<file path="src/rtl/nfc_cmd_defines.vh">
// constants for the direct command executor: codes, bits, timing counts
// assumes inclusion by bare name from the design files
`ifndef NFC_CMD_DEFINES_VH
`define NFC_CMD_DEFINES_VH
// ==========================================================
// command codes
`define CMD_SET_DEFAULT 8'hc1
`define CMD_CLEAR 8'hc2
`define CMD_TX_CRC 8'hc4
`define CMD_TX_NOCRC 8'hc5
`define CMD_TX_REQA 8'hc6
`define CMD_TX_WUPA 8'hc7
`define CMD_FIELD_INIT 8'hc8
`define CMD_FIELD_RESP 8'hc9
`define CMD_FIELD_RESP0 8'hca
`define CMD_GO_NORMAL 8'hcb
`define CMD_ADJ_REG 8'hd6
`define CMD_MASK_TIMER 8'he2
// ==========================================================
// register offsets (chosen)
`define REG_OP_CTRL 8'h02
`define REG_AUX_DEF 8'h09
`define REG_MODE_DEF 8'h03
`define REG_BITRATE 8'h04
`define REG_IRQ 8'h1a
`define REG_STATUS 8'h1b
`define REG_COMMAND 8'h1c
// field positions
`define OP_EN_BIT 7
`define OP_TX_EN_BIT 3
`define AUX_TXMOD_BIT 5
`define AUX_N_HI_BIT 1
`define AUX_N_LO_BIT 0
`define MODE_AR_BIT 0
`define MODE_BRDET_BIT 1
`define MODE_NRT_KEEP_BIT 2
`define MODE_REG_EXT_BIT 3
`define MODE_ACT_TGT_BIT 4
`define IRQ_CAT_BIT 0
`define IRQ_CAC_BIT 1
// reset values
`define RST_OP_CTRL 8'h00
`define RST_AUX_DEF 8'h00
`define RST_MODE_DEF 8'h00
`define RST_BITRATE 8'h00
// ==========================================================
// timing: carrier periods and guard time
`define T_IDT_FC 4096
`define T_RWF_FC 512
`define T_ADT_FC 768
`define T_ARFG_FC 1024
`define T_IRFG_MS 5
`define CLK_HZ 50000000
`endif

</file>
<file path="src/rtl/fc_counter.v">
// down counter used to time collision avoidance phases
// assumes a per-carrier-period enable from the parent
`timescale 1ns/10ps
`default_nettype none
module fc_counter (
  input wire core_clk,
  input wire rst_n,
  input wire load,
  input wire [31:0] load_value,
  input wire tick,
  output wire done
);
  reg [31:0] count;
  // ==========================================================
  // load then count down on each tick until zero
  always @(posedge core_clk) begin
    if (!rst_n) begin
      count <= 32'h00000000;
    end else if (load) begin
      count <= load_value;
    end else if (tick && count != 32'h00000000) begin
      count <= count - 32'h00000001;
    end
  end
  assign done = (count == 32'h00000000) && !load; // expiry level
endmodule // fc_counter
`default_nettype wire

</file>
<file path="src/rtl/nfc_direct_command_executor.v">
// direct command executor for set default, clear, transmit, field on
// and go-to-normal; assumes strobes synchronous to core_clk
`timescale 1ns/10ps
`default_nettype none
`include "nfc_cmd_defines.vh"
module nfc_direct_command_executor #(
  parameter GUARD_CYCLES = (`T_IRFG_MS * (`CLK_HZ / 1000)) + 1,
  parameter FC_DIV = 4
) (
  input wire core_clk,
  input wire rst_n,
  input wire [7:0] addr,
  input wire [7:0] wdata,
  input wire wr_stb,
  input wire rd_stb,
  output reg [7:0] rdata,
  input wire osc_freq_ok,
  input wire osc_ampl_ok,
  input wire ext_field,
  input wire [7:0] detected_bitrate,
  input wire fifo_busy,
  output reg fifo_flush,
  output reg tx_abort,
  output reg timers_stop,
  output reg nrt_stop,
  output reg tx_start,
  output reg [1:0] tx_kind,
  output reg adj_reg_start,
  output reg mask_timer_start,
  output reg cal_discard
);
  // ==========================================================
  // state
  localparam ST_IDLE = 2'd0;
  localparam ST_DELAY = 2'd1;
  localparam ST_SENSE = 2'd2;
  localparam ST_GUARD = 2'd3;
  reg [1:0] state;
  reg [1:0] next_state;
  reg [7:0] op_ctrl;
  reg [7:0] aux_def;
  reg [7:0] mode_def;
  reg [7:0] bitrate;
  reg [7:0] irq;
  reg [7:0] fc_pre;
  reg resp_kind;
  reg ld;
  reg [31:0] ld_val;
  wire fc_tick;
  wire ph_done;
  wire cmd_wr;
  wire [7:0] cmd;
  wire en_ok;
  wire [1:0] n_sel;
  wire [31:0] n_wait;
  wire av_busy;
  assign cmd_wr = wr_stb && (addr == `REG_COMMAND);
  assign cmd = wdata;
  assign en_ok = op_ctrl[`OP_EN_BIT];
  assign n_sel = {aux_def[`AUX_N_HI_BIT], aux_def[`AUX_N_LO_BIT]};
  assign n_wait = {30'd0, n_sel} * `T_RWF_FC;
  assign av_busy = (state != ST_IDLE);
  // ==========================================================
  // carrier period enable from divider
  always @(posedge core_clk) begin
    if (!rst_n) begin
      fc_pre <= 8'h00;
    end else if (fc_pre == FC_DIV[7:0] - 8'h01) begin
      fc_pre <= 8'h00;
    end else begin
      fc_pre <= fc_pre + 8'h01;
    end
  end
  assign fc_tick = (fc_pre == FC_DIV[7:0] - 8'h01);
  // ==========================================================
  // acceptance of each command, refused ones have no effect
  wire acc_setdef = cmd_wr && (cmd == `CMD_SET_DEFAULT);
  wire acc_clear = cmd_wr && (cmd == `CMD_CLEAR) &&
    en_ok && osc_freq_ok;
  wire is_tx = (cmd == `CMD_TX_CRC) || (cmd == `CMD_TX_NOCRC) ||
    (cmd == `CMD_TX_REQA) || (cmd == `CMD_TX_WUPA);
  wire acc_tx = cmd_wr && is_tx && en_ok &&
    op_ctrl[`OP_TX_EN_BIT];
  wire is_field = (cmd == `CMD_FIELD_INIT) ||
    (cmd == `CMD_FIELD_RESP) || (cmd == `CMD_FIELD_RESP0);
  wire acc_field = cmd_wr && is_field && en_ok && osc_freq_ok &&
    osc_ampl_ok;
  wire acc_norm = cmd_wr && (cmd == `CMD_GO_NORMAL) &&
    mode_def[`MODE_BRDET_BIT];
  wire acc_adj = cmd_wr && (cmd == `CMD_ADJ_REG) && en_ok &&
    !mode_def[`MODE_REG_EXT_BIT];
  wire acc_mask = cmd_wr && (cmd == `CMD_MASK_TIMER) &&
    mode_def[`MODE_ACT_TGT_BIT];
  // clear stops avoidance unless auto response avoid is set
  wire av_kill = acc_setdef ||
    (acc_clear && !mode_def[`MODE_AR_BIT]);
  // ==========================================================
  // avoidance sequencer next state
  always @* begin
    next_state = state;
    ld = 1'b0;
    ld_val = 32'h00000000;
    case (state)
      ST_IDLE: begin
        if (acc_field) begin
          next_state = ST_DELAY;
          ld = 1'b1;
          if (cmd == `CMD_FIELD_INIT) begin
            ld_val = `T_IDT_FC + n_wait;
          end else if (cmd == `CMD_FIELD_RESP) begin
            ld_val = `T_ADT_FC + n_wait;
          end else begin
            ld_val = `T_ADT_FC;
          end
        end
      end
      ST_DELAY: begin
        if (ph_done) begin
          next_state = ST_SENSE;
        end
      end
      ST_SENSE: begin
        if (ext_field) begin
          next_state = ST_IDLE;
        end else begin
          next_state = ST_GUARD;
          ld = 1'b1;
          ld_val = resp_kind ? `T_ARFG_FC :
            (GUARD_CYCLES + FC_DIV - 1) / FC_DIV;
        end
      end
      ST_GUARD: begin
        if (ph_done) begin
          next_state = ST_IDLE;
        end
      end
      default: begin
        next_state = ST_IDLE;
      end
    endcase
    if (av_kill) begin
      next_state = ST_IDLE;
      ld = 1'b0;
    end
  end
  fc_counter u_phase (
    .core_clk(core_clk),
    .rst_n(rst_n),
    .load(ld),
    .load_value(ld_val),
    .tick(fc_tick),
    .done(ph_done)
  );
  // ==========================================================
  // sequencer state and register file
  always @(posedge core_clk) begin
    if (!rst_n) begin
      state <= ST_IDLE;
      resp_kind <= 1'b0;
      op_ctrl <= `RST_OP_CTRL;
      aux_def <= `RST_AUX_DEF;
      mode_def <= `RST_MODE_DEF;
      bitrate <= `RST_BITRATE;
      irq <= 8'h00;
    end else begin
      state <= next_state;
      if (acc_field && state == ST_IDLE) begin
        resp_kind <= (cmd != `CMD_FIELD_INIT);
      end
      // software register writes
      if (wr_stb && addr == `REG_OP_CTRL) begin
        op_ctrl <= wdata;
      end
      if (wr_stb && addr == `REG_AUX_DEF) begin
        aux_def <= wdata;
      end
      if (wr_stb && addr == `REG_MODE_DEF) begin
        mode_def <= wdata;
      end
      if (wr_stb && addr == `REG_BITRATE) begin
        bitrate <= wdata;
      end
      // go normal: leave detection, copy rate, pick modulation
      if (acc_norm) begin
        mode_def[`MODE_BRDET_BIT] <= 1'b0;
        bitrate <= detected_bitrate;
        aux_def[`AUX_TXMOD_BIT] <= (detected_bitrate[1:0] != 2'b00);
      end
      // default restore, operation control kept
      if (acc_setdef) begin
        aux_def <= `RST_AUX_DEF;
        mode_def <= `RST_MODE_DEF;
        bitrate <= `RST_BITRATE;
      end
      // interrupt register: clear first, hardware set wins except against a set default or a clear that stops avoidance
      if (acc_clear || acc_setdef) begin
        irq <= 8'h00;
      end else if (rd_stb && addr == `REG_IRQ) begin
        irq <= 8'h00;
      end
      if (state == ST_SENSE && ext_field && !av_kill) begin
        irq[`IRQ_CAC_BIT] <= 1'b1;
      end
      if (state == ST_SENSE && !ext_field && !av_kill) begin
        op_ctrl[`OP_TX_EN_BIT] <= 1'b1;
      end
      if (state == ST_GUARD && ph_done && !av_kill) begin
        irq[`IRQ_CAT_BIT] <= 1'b1;
      end
    end
  end
  // ==========================================================
  // one-cycle command pulses, transmit kind held until the next transmit
  always @(posedge core_clk) begin
    if (!rst_n) begin
      fifo_flush <= 1'b0;
      tx_abort <= 1'b0;
      timers_stop <= 1'b0;
      nrt_stop <= 1'b0;
      tx_start <= 1'b0;
      tx_kind <= 2'b00;
      adj_reg_start <= 1'b0;
      mask_timer_start <= 1'b0;
      cal_discard <= 1'b0;
    end else begin
      fifo_flush <= acc_clear || (acc_setdef && en_ok);
      tx_abort <= acc_clear || acc_setdef;
      timers_stop <= acc_clear || acc_setdef;
      nrt_stop <= acc_setdef ||
        (acc_clear && !mode_def[`MODE_NRT_KEEP_BIT]);
      tx_start <= acc_tx;
      if (acc_tx) begin
        tx_kind <= cmd[1:0] ^ 2'b00;
      end
      adj_reg_start <= acc_adj;
      mask_timer_start <= acc_mask;
      cal_discard <= acc_setdef;
    end
  end
  // ==========================================================
  // read data, one cycle after read strobe
  always @(posedge core_clk) begin
    if (!rst_n) begin
      rdata <= 8'h00;
    end else if (rd_stb) begin
      case (addr)
        `REG_OP_CTRL: rdata <= op_ctrl;
        `REG_AUX_DEF: rdata <= aux_def;
        `REG_MODE_DEF: rdata <= mode_def;
        `REG_BITRATE: rdata <= bitrate;
        `REG_IRQ: rdata <= irq;
        `REG_STATUS: rdata <= {5'h00, fifo_busy, state};
        default: rdata <= 8'h00;
      endcase
    end else begin
      rdata <= 8'h00;
    end
  end
endmodule // nfc_direct_command_executor
`default_nettype wire

</file>
<file path="config.mk">
export PLATFORM = sky130hd
export DESIGN_NAME = nfc_direct_command_executor
export DESIGN_NICKNAME = d
export VERILOG_FILES = /design/src/rtl/fc_counter.v /design/src/rtl/nfc_direct_command_executor.v
export VERILOG_INCLUDE_DIRS = /design/src /design/src/rtl
export SDC_FILE = /design/constraint.sdc
export NUM_CORES = 1
export LEC_CHECK = 0
export ABC_AREA = 1
export BUFFER_PORTS_ARGS = -buffer_cell sky130_fd_sc_hd__clkbuf_2
export CAP_MARGIN = 20
export CORE_MARGIN = 5
export CORE_UTILIZATION = 62
export CTS_BUF_LIST = sky130_fd_sc_hd__clkbuf_4
export CTS_CLUSTER_DIAMETER = 200
export DETAILED_ROUTE_END_ITERATION = 8
export PLACE_DENSITY = 0.88
export SYNTH_ARGS = -nofsm -noshare
export SYNTH_HDL_FRONTEND = slang
export SYNTH_SLANG_ARGS = --single-unit
</file>
<file path="constraint.sdc">
create_clock -name core_clk -period 1.9 [get_ports core_clk]
set_input_delay 0 -clock core_clk [delete_from_list [all_inputs] [get_ports core_clk]]
set_output_delay 0 -clock core_clk [all_outputs]
set_load 0.02 [all_outputs]
</file>
==> results.ini, run 1 <==
[run_status]
status=finished with violations
violations=negative setup slack

[logic_synthesis]
async_flop_share=0
yosys.area.top_type_share=0.348
synth_edf_count=0
synth_seq_cells=94
syn_nets=870
syn-instance-count=835
synth_seq_area_share=0.348
synth.avg_cell_area_sq_um=6.47
ys_warn_count=0
netlist.top_cell.by_area=dfxtp_1
netlist_area_sq_um=5400
synthFlopType=dfxtp_1
synth_cell_types=41
synth_area_leaders=dfxtp_1, nand2_1, nor2_1

[timing]
max_freq_ghz=0.525
clock_skew_ns=0.0203
finalCritPeriodShare=1.00
maxSlewViolCount=0
finalCriticalPeriod_ns=1.91
rsz0062_at_grt=yes
max_slew_margin=0.540
setup_ws_ns=-0.00504
setup_viol=1
finalHoldViolCount=0
worstMarginPinSlew_ns=0.684

[setup_path]
start_kind=primary input
critPathLaunch=wdata[5]
cp.arrival_ns=2.29
ff2ff_path_depth=10
critical_path_required_ns=2.29
cp_max_fo=5
r2r-end=irq[1]
end_kind=flop
crit_path_end=u_phase.count[9]
r2r_start=op_ctrl[7]
crit_type=in2reg
r2r_slack_ns=0.03

[clocking]
clkTransAtPathRegs_ns=0.16
h-tree-depth=3
clock_latency_ns=0.47
tritoncts=yes
cts_buffers=9
ctsLongestPathBuffers=2
clock_sinks=94
cts-root-buf=clkbuf_4

[final_layout]
final_nets=977
n_fill_cell=607
area_growth_pct=21.0
stdcell_count=1056
drive_above_1_share=0.165

[global_route]
grt_max_degree=30
antenna_found_initial=0
grt-ovfl-total=0
grt_pass1_wl_um=25200
grt_use_total=0.297
grt_pass1_vias=5309

[power]
total_power_w=0.0125
pwr_density_cell_nw_per_um2=1910
max-vdd-ir-drop_v=0.00128
power_leakage_nw=3.15

[floorplanning]
coreArea_sq_um=8590
placementRows=34
dieArea_sq_um=10700
io_pins=50
die_w_um=103
initial_core_util=0.628
fp.dieH_um=103

[detailed_routing]
routed_wl_um=17300
ant_nets=0
post_drt_wl_per_cell_um=16.4
drc_errors=0
vias=6262
dr.pass1.iters=6
drt_iter0_drc=787
vias_per_cell=5.93

[worst_hold_path]
min_path_type=in2reg

[placement]
place_ws_ns=0.0825
io_buffers=49
place_inst=1001
globalplace.congestion=0.969
hpwl_um=10700

[job]
maxCapViolCount=0

-- power breakdown --
group | switching, W | internal (W)
clock | 0.000758 | 0.000306
combinational | 0.00560 | 0.00333
sequential | 0.000260 | 0.00221
-- metal layers --
metal  share of wire  up-vias  track usage  routed length, um
met4           0.054        0       0.0817                925
met3            0.12      124       0.0630               2050
met5               0        -       0.0240                  0
met2            0.44      479        0.458               7530
met1            0.39     2747        0.419               6770
li1                -     2912            -                  -
-- through the flow --
| stage | hold WS, ns | TNS (ns) | utilization | area (sq um) |
|---|---|---|---|---|
| final | 0.0564 | -0.00504 | 0.760 | 6530 |
| after CTS | 0.00149 | 0 | 0.738 | 6340 |
| after global routing | 0.0468 | -0.644 | 0.760 | 6530 |
| after global placement | 0.290 | 0 | 0.686 | 5900 |
| after floorplan | 0.133 | 0 | - | 5400 |
| after detailed placement | 0.290 | 0 | 0.686 | 5900 |
-- synthesized netlist by cell type, types with 9 or more instances --
cell and n:
o211ai_1 9, nand4_1 21, nand3_1 79, a21oi_1 55, o21ai_0 30, inv_1 112
nand2_1 171, nand3b_1 17, nor2_1 143, xor2_1 15, dfxtp_1 94
-- timing repair --
item	in CTS	in global routing
hold endpoints to repair	45	1
setup endpoints to repair	0	38
hold buffers	32	1
buffers inserted	0	5
resized for setup	0	41
-- worst max-delay path, cell delays in order --
cell and delay (ns):
clkbuf_2 0.10, dlygate4sd3_1 0.62, inv_1 0.25, nand2_1 0.11
nor2_1 0.34, nand3b_1 0.14, nor3_1 0.34, nand3_1 0.13
nand2_1 0.11, nand2_1 0.05, a21oi_1 0.11
-- registers in the layout, summed over array words and instances (netlist names) --
register	count
bitrate	8
tx_kind	2
resp_kind	1
op_ctrl	8
irq	2
mode_def	8
mask_timer_start	1
fifo_flush	1
adj_reg_start	1
timers_stop	1
cal_discard	1
aux_def	8
nrt_stop	1
u_phase.count	32
fc_pre	8
state	2
rdata	8
tx_start	1
-- kinds of logic after synthesis --
group | count (synthesis) | synth area share
buffers and inverters | 141 | 0.109
XOR/XNOR | 17 | 0.0276
flip-flops | 94 | 0.348
AO/OA/AOI/OAI | 109 | 0.111
adder cells (fa/ha/maj) | 3 | 0.00695
AND/OR/NAND/NOR | 471 | 0.397
-- cells in the final DEF (no fill, tap or decap), types with 8 or more instances in the layout --
| cell | instances |
|---|---|
| nor2_1 | 133 |
| nand3b_1 | 17 |
| nand3_1 | 78 |
| dfxtp_1 | 93 |
| nor2_4 | 8 |
| dlygate4sd3_1 | 32 |
| nor2_2 | 13 |
| nand2_1 | 166 |
| a21oi_1 | 55 |
| clkbuf_2 | 48 |
| o21ai_0 | 29 |
| xor2_1 | 15 |
| nand4_1 | 21 |
| inv_1 | 109 |
| buf_4 | 30 |
| o211ai_1 | 9 |
| clkbuf_4 | 11 |
-- layout make-up --
cell class                      count  area [sq um]  share of cell area
Sequential cell                    94          1880               0.288
Clock buffer                       10          75.1              0.0115
Multi-Input combinational cell    600          3050               0.466
Clock inverter                      6          53.8             0.00824
Inverter                          119           450              0.0690
Timing Repair Buffer              118           887               0.136
Antenna cell                        1          2.50            0.000383
Tap cell                          108           135              0.0207
-- worst min-delay path by stage --
stage	startpoint	endpoint	depth (start not counted)
floorplan	wdata[0]	aux_def[0]	2
global placement	fifo_busy	rdata[2]	3
detailed placement	fifo_busy	rdata[2]	3
CTS	rst_n	u_phase.count[12]	3
global route	wdata[6]	adj_reg_start	5
finish	addr[3]	adj_reg_start	5
No activity file was read; power rests on OpenSTA's default activity.
==> run 2, diff against run 1 <==
BUFFER_PORTS_ARGS = not set   (was -buffer_cell sky130_fd_sc_hd__clkbuf_2)
CORE_UTILIZATION = 65   (was 62)
DONT_BUFFER_PORTS = 1   (was not set)
PLACE_DENSITY = 0.86   (was 0.88)
==> results.ini, run 2 (synthesis gave the netlist of run 1 again) <==
[clocking]
clock_sinks=94
clkTransAtPathRegs_ns=0.14
clock_latency_ns=0.47
ctsLongestPathBuffers=2
cts-root-buf=clkbuf_4
cts_buffers=9
tritoncts=yes
h-tree-depth=3

[final_layout]
layout_common_cells=nand2_1, nor2_1, inv_1, dfxtp_1, nand3_1
stdcell_count=1020
largest_reg_flops=32
largest-register=u_phase.count
n_fill_cell=546
final_common_cell=nand2_1
final_design_area_no_fill_sq_um=6450
final_nets=945
drive_above_1_share=0.0940
area_growth_pct=19.4
diodes=0

[detailed_routing]
ant_nets=0
vias=6138
routed_wl_um=17100
post_drt_wl_per_cell_um=16.7
drt_iter0_drc=673
drc_errors=0
vias_per_cell=6.02
dr.pass1.iters=7

[global_route]
grt_pass1_vias=5508
grt_use_total=0.324
grt_pass1_wl_um=26500
grt-ovfl-total=0
antenna_found_initial=1
grt_max_degree=46

[setup_path]
critical_path_required_ns=2.30
cp_max_fo=5
crit_type=reg2reg
cp.arrival_ns=2.35
end_kind=flop
start_kind=flop

[power]
intPower_w=0.00582
max-vdd-ir-drop_v=0.00158
swShare=0.519
combPwrFrac=0.692
pwr_density_cell_nw_per_um2=1880
power_leakage_nw=3.03
p_seq_frac=0.204
power_frac_clock=0.104
p_sw_w=0.00629

[timing]
fin_hold_ws_ns=-0.00914
finalCriticalPeriod_ns=1.95
finalCritPeriodShare=1.03
max_freq_ghz=0.513
finalHoldViolCount=3
finalSetupTns_ns=-0.0502
setup_viol=1
setup_ws_ns=-0.0502
rsz0062_at_grt=yes
maxSlewViolCount=0
clock_skew_ns=0.0292
max_slew_margin=0.468
worstMarginPinSlew_ns=0.796

[floorplanning]
fp.dieH_um=101
dieArea_sq_um=10200
die_w_um=101
initial_core_util=0.661
coreArea_sq_um=8180
io_pins=50
placementRows=33

[placement]
io_buffers=0
place_ws_ns=0.0591
globalplace.congestion=0.957
place_inst=938
hpwl_um=11000
place_area_sq_um=5540

[run_status]
status=finished with violations
violations=negative hold slack, negative setup slack

[job]
maxCapViolCount=0

[worst_hold_path]
min_path_type=in2reg

[run 2: cell count changes in the layout (fill, tap and decap cells not counted), moves of 4 or more]
| cell | previous run | this run |
|---|---|---|
| buf_4 | 30 | 20 |
| clkbuf_2 | 48 | 0 |
| nor2_4 | 8 | 4 |
| dlygate4sd3_1 | 32 | 58 |
| dlymetal6s4s_1 | 0 | 5 |
[run 2: worst max-delay path, cell delays in order, from the launching register on]
cell and delay (ns):
dfxtp_2 0.38, buf_4 0.14, nand2_1 0.06, nor4_2 0.30
buf_4 0.20, o21ai_0 0.10, a21oi_1 0.15, dlygate4sd3_1 0.57
[run 2: path summary, 6_finish.rpt]
kind                            cells past startpoint         end        from  slack [ns]
worst max register to register                      7  tx_kind[1]  op_ctrl[7]       -0.05
worst min-delay path                                5   resp_kind    wdata[7]      -0.009
worst min register to register                      1   fc_pre[0]   fc_pre[0]        0.45
worst max-delay path                                7  tx_kind[1]  op_ctrl[7]       -0.05
[run 2: stage by stage]
| step | hold slack, ns | power [W] | utilization |
|---|---|---|---|
| floorplan | 0.133 | 0.00872 | - |
| global placement | 0.127 | 0.0101 | 0.678 |
| detailed placement | 0.133 | 0.0104 | 0.678 |
| CTS | -0.356 | 0.0117 | 0.766 |
| global route | 0.0176 | 0.0134 | 0.789 |
| finish | -0.00914 | 0.0121 | 0.789 |
[run 2: layout make-up]
cell class	count	area, sq um	share of cell area
multi-input combinational	601	3010	0.467
sequential	94	1880	0.292
timing repair buffer	85	816	0.127
inverter	119	447	0.0693
tap	105	131	0.0204
clock inverter	6	85.1	0.0132
clock buffer	10	75.1	0.0116
[run 2: power groups by stage]
stage | sequential (W) | clock [W] | combinational (W)
floorplan | 0.00243 | 0 | 0.00629
global placement | 0.00249 | 0 | 0.00764
detailed placement | 0.00250 | 0 | 0.00793
CTS | 0.00246 | 0.00124 | 0.00805
global route | 0.00250 | 0.00134 | 0.00954
finish | 0.00248 | 0.00126 | 0.00837
[run 2: what timing repair did]
action                                  in CTS  in global routing
endpoints found under the hold margin       73                 30
resized for setup                            0                 27
hold buffers                                56                  9
setup buffers                                0                  2
endpoints found under the setup margin       0                 48
[run 2: per-layer routing]
layer  global-route usage  share of wire  up-vias
met1                0.446           0.41     2834
met3               0.0813           0.12       64
met2                0.498           0.44      395
met5                    0         0.0013        -
li1                     -              -     2843
met4                0.107          0.028        2
==> run 3, diff against run 2 <==
CORE_UTILIZATION = 60   (was 65)
CTS_BUF_LIST = sky130_fd_sc_hd__clkbuf_2 sky130_fd_sc_hd__clkbuf_4 sky130_fd_sc_hd__clkbuf_8   (was sky130_fd_sc_hd__clkbuf_4)
PLACE_DENSITY = 0.84   (was 0.86)
clock period = 1.7 ns   (was 1.9 ns; I/O delays follow)
==> results.ini, run 3 (synthesis gave the netlist of run 1 again) <==
[run_status]
status=finished with violations
violations=negative setup slack

[timing]
setup_ws_ns=-0.136
worstMarginPinSlew_ns=0.885
max_freq_ghz=0.545
finalCriticalPeriod_ns=1.84
finalHoldViolCount=0
finalCritPeriodShare=1.08
setup_viol=36
clock_skew_ns=0.0165
max_slew_margin=0.408
maxSlewViolCount=0

[clocking]
clock_sinks=94
cts-root-buf=clkbuf_8
tritoncts=yes
h-tree-depth=3
clock_latency_ns=0.38
clkTransAtPathRegs_ns=0.10
ctsLongestPathBuffers=2
cts_buffers=9

[setup_path]
start_kind=flop
crit_family=simple AND/OR/NAND/NOR gates
path_buf_inv=2
crit_type=reg2reg
ff2ff_path_depth=10
cp_max_fo=7
max_stage_delay_ns=0.37
critical_path_cell_count=10
cp.arrival_ns=2.10
crit_chain=nor2_2 > nand2_1 > nor2_2 > nand2_2 > o21ai_4 > buf_12 > buf_8 > nand3b_1 > nand2_1 > nor2_1
end_kind=flop
critical_path_required_ns=1.97
cpMaxStageDelayCell=dfxtp_2

[detailed_routing]
drc_errors=0
routed_wl_um=21800
vias=6946
vias_per_cell=6.52
drt_iter0_drc=1328
ant_nets=0
post_drt_wl_per_cell_um=20.5
dr.pass1.iters=8

[final_layout]
largest-register=u_phase.count
diodes=0
final_common_cell=nand2_1
final_nets=987
layout_common_cells=nand2_1, nor2_1, inv_1, nand3_1, dfxtp_1
stdcell_count=1065
fin_util=0.810
n_fill_cell=464
area_growth_pct=31.5
largest_reg_flops=32
drive_above_1_share=0.206

[floorplanning]
io_pins=50
fp.dieH_um=105
dieArea_sq_um=11000
die_w_um=105
initial_core_util=0.616
placementRows=34
coreArea_sq_um=8760

[worst_hold_path]
min_path_type=in2reg
hold_path_depth=5

[power]
power_leakage_nw=3.26
total_power_w=0.0170
pwr_density_cell_nw_per_um2=2390
max-vdd-ir-drop_v=0.00166

[global_route]
grtUsageMet1=0.395
antenna_found_initial=0
grt_pass1_wl_um=27500
top_usage_layer=met2
use_met2=0.475
grt_use_total=0.300
grt_pass1_vias=5803
grt-ovfl-total=0
use_met3=0.0795
grt_max_degree=19

[placement]
hpwl_um=11100
globalplace.congestion=0.974
place_inst=964
io_buffers=0

[job]
maxCapViolCount=0

-- run 3: report_power, final --
part           internal (W)  switching, W  total [W]
logic               0.00456       0.00776     0.0123
registers           0.00250      0.000372    0.00288
clock network      0.000857      0.000907    0.00176
total               0.00792       0.00904     0.0170
-- run 3: area by class of cell --
class                   instances  area (sq um)  area share
multi-input cells             602          3200       0.451
flip-flops and latches         94          1910       0.269
repair buffers                126          1180       0.166
inverters                     119           447      0.0629
well taps                     108           135      0.0190
clock buffers                  10           131      0.0185
clock inverters                 6          92.6      0.0130
-- run 3: metal layers --
metal,vias up,share of wire
met2,743,0.42
li1,2917,-
met3,242,0.16
met1,3044,0.34
met5,-,0
met4,0,0.081
-- run 3: what timing repair did --
| action | in CTS | in global routing |
|---|---|---|
| buffers inserted | 0 | 23 |
| resized for setup | 10 | 106 |
| hold buffers | 57 | 0 |
| endpoints found under the hold margin | 71 | 0 |
| pin swaps | 2 | 23 |
| gates cloned | 1 | 4 |
| endpoints found under the setup margin | 27 | 54 |
-- run 3: worst min-delay path, delay by kind of cell --
family	cells	cell delay [ns]
AND/OR/NAND/NOR	5	0.37
-- run 3: per-stage QoR --
| stage | worst slack [ns] | instance area (sq um) | hold slack, ns | TNS [ns] |
|---|---|---|---|---|
| 3_3_place_gp | -0.00903 | 5720 | 0.134 | -0.0295 |
| 6_report | -0.136 | 7100 | 0.0427 | -2.40 |
| 5_1_grt | -0.190 | 7100 | 0.0588 | -4.40 |
| 2_1_floorplan | 0.0408 | 5400 | 0.133 | 0 |
| 4_1_cts | 0.00922 | 6570 | 0.0103 | 0 |
| 3_5_place_dp | -0.0341 | 5720 | 0.137 | -0.124 |
-- run 3: final timing paths --
check	startpoint	end	slack, ns
worst min register to register	fc_pre[0]	fc_pre[0]	0.45
worst max register to register	u_phase.count[8]	u_phase.count[10]	-0.14
worst min-delay path	addr[0]	rdata[1]	0.04
worst max-delay path	u_phase.count[8]	u_phase.count[10]	-0.14
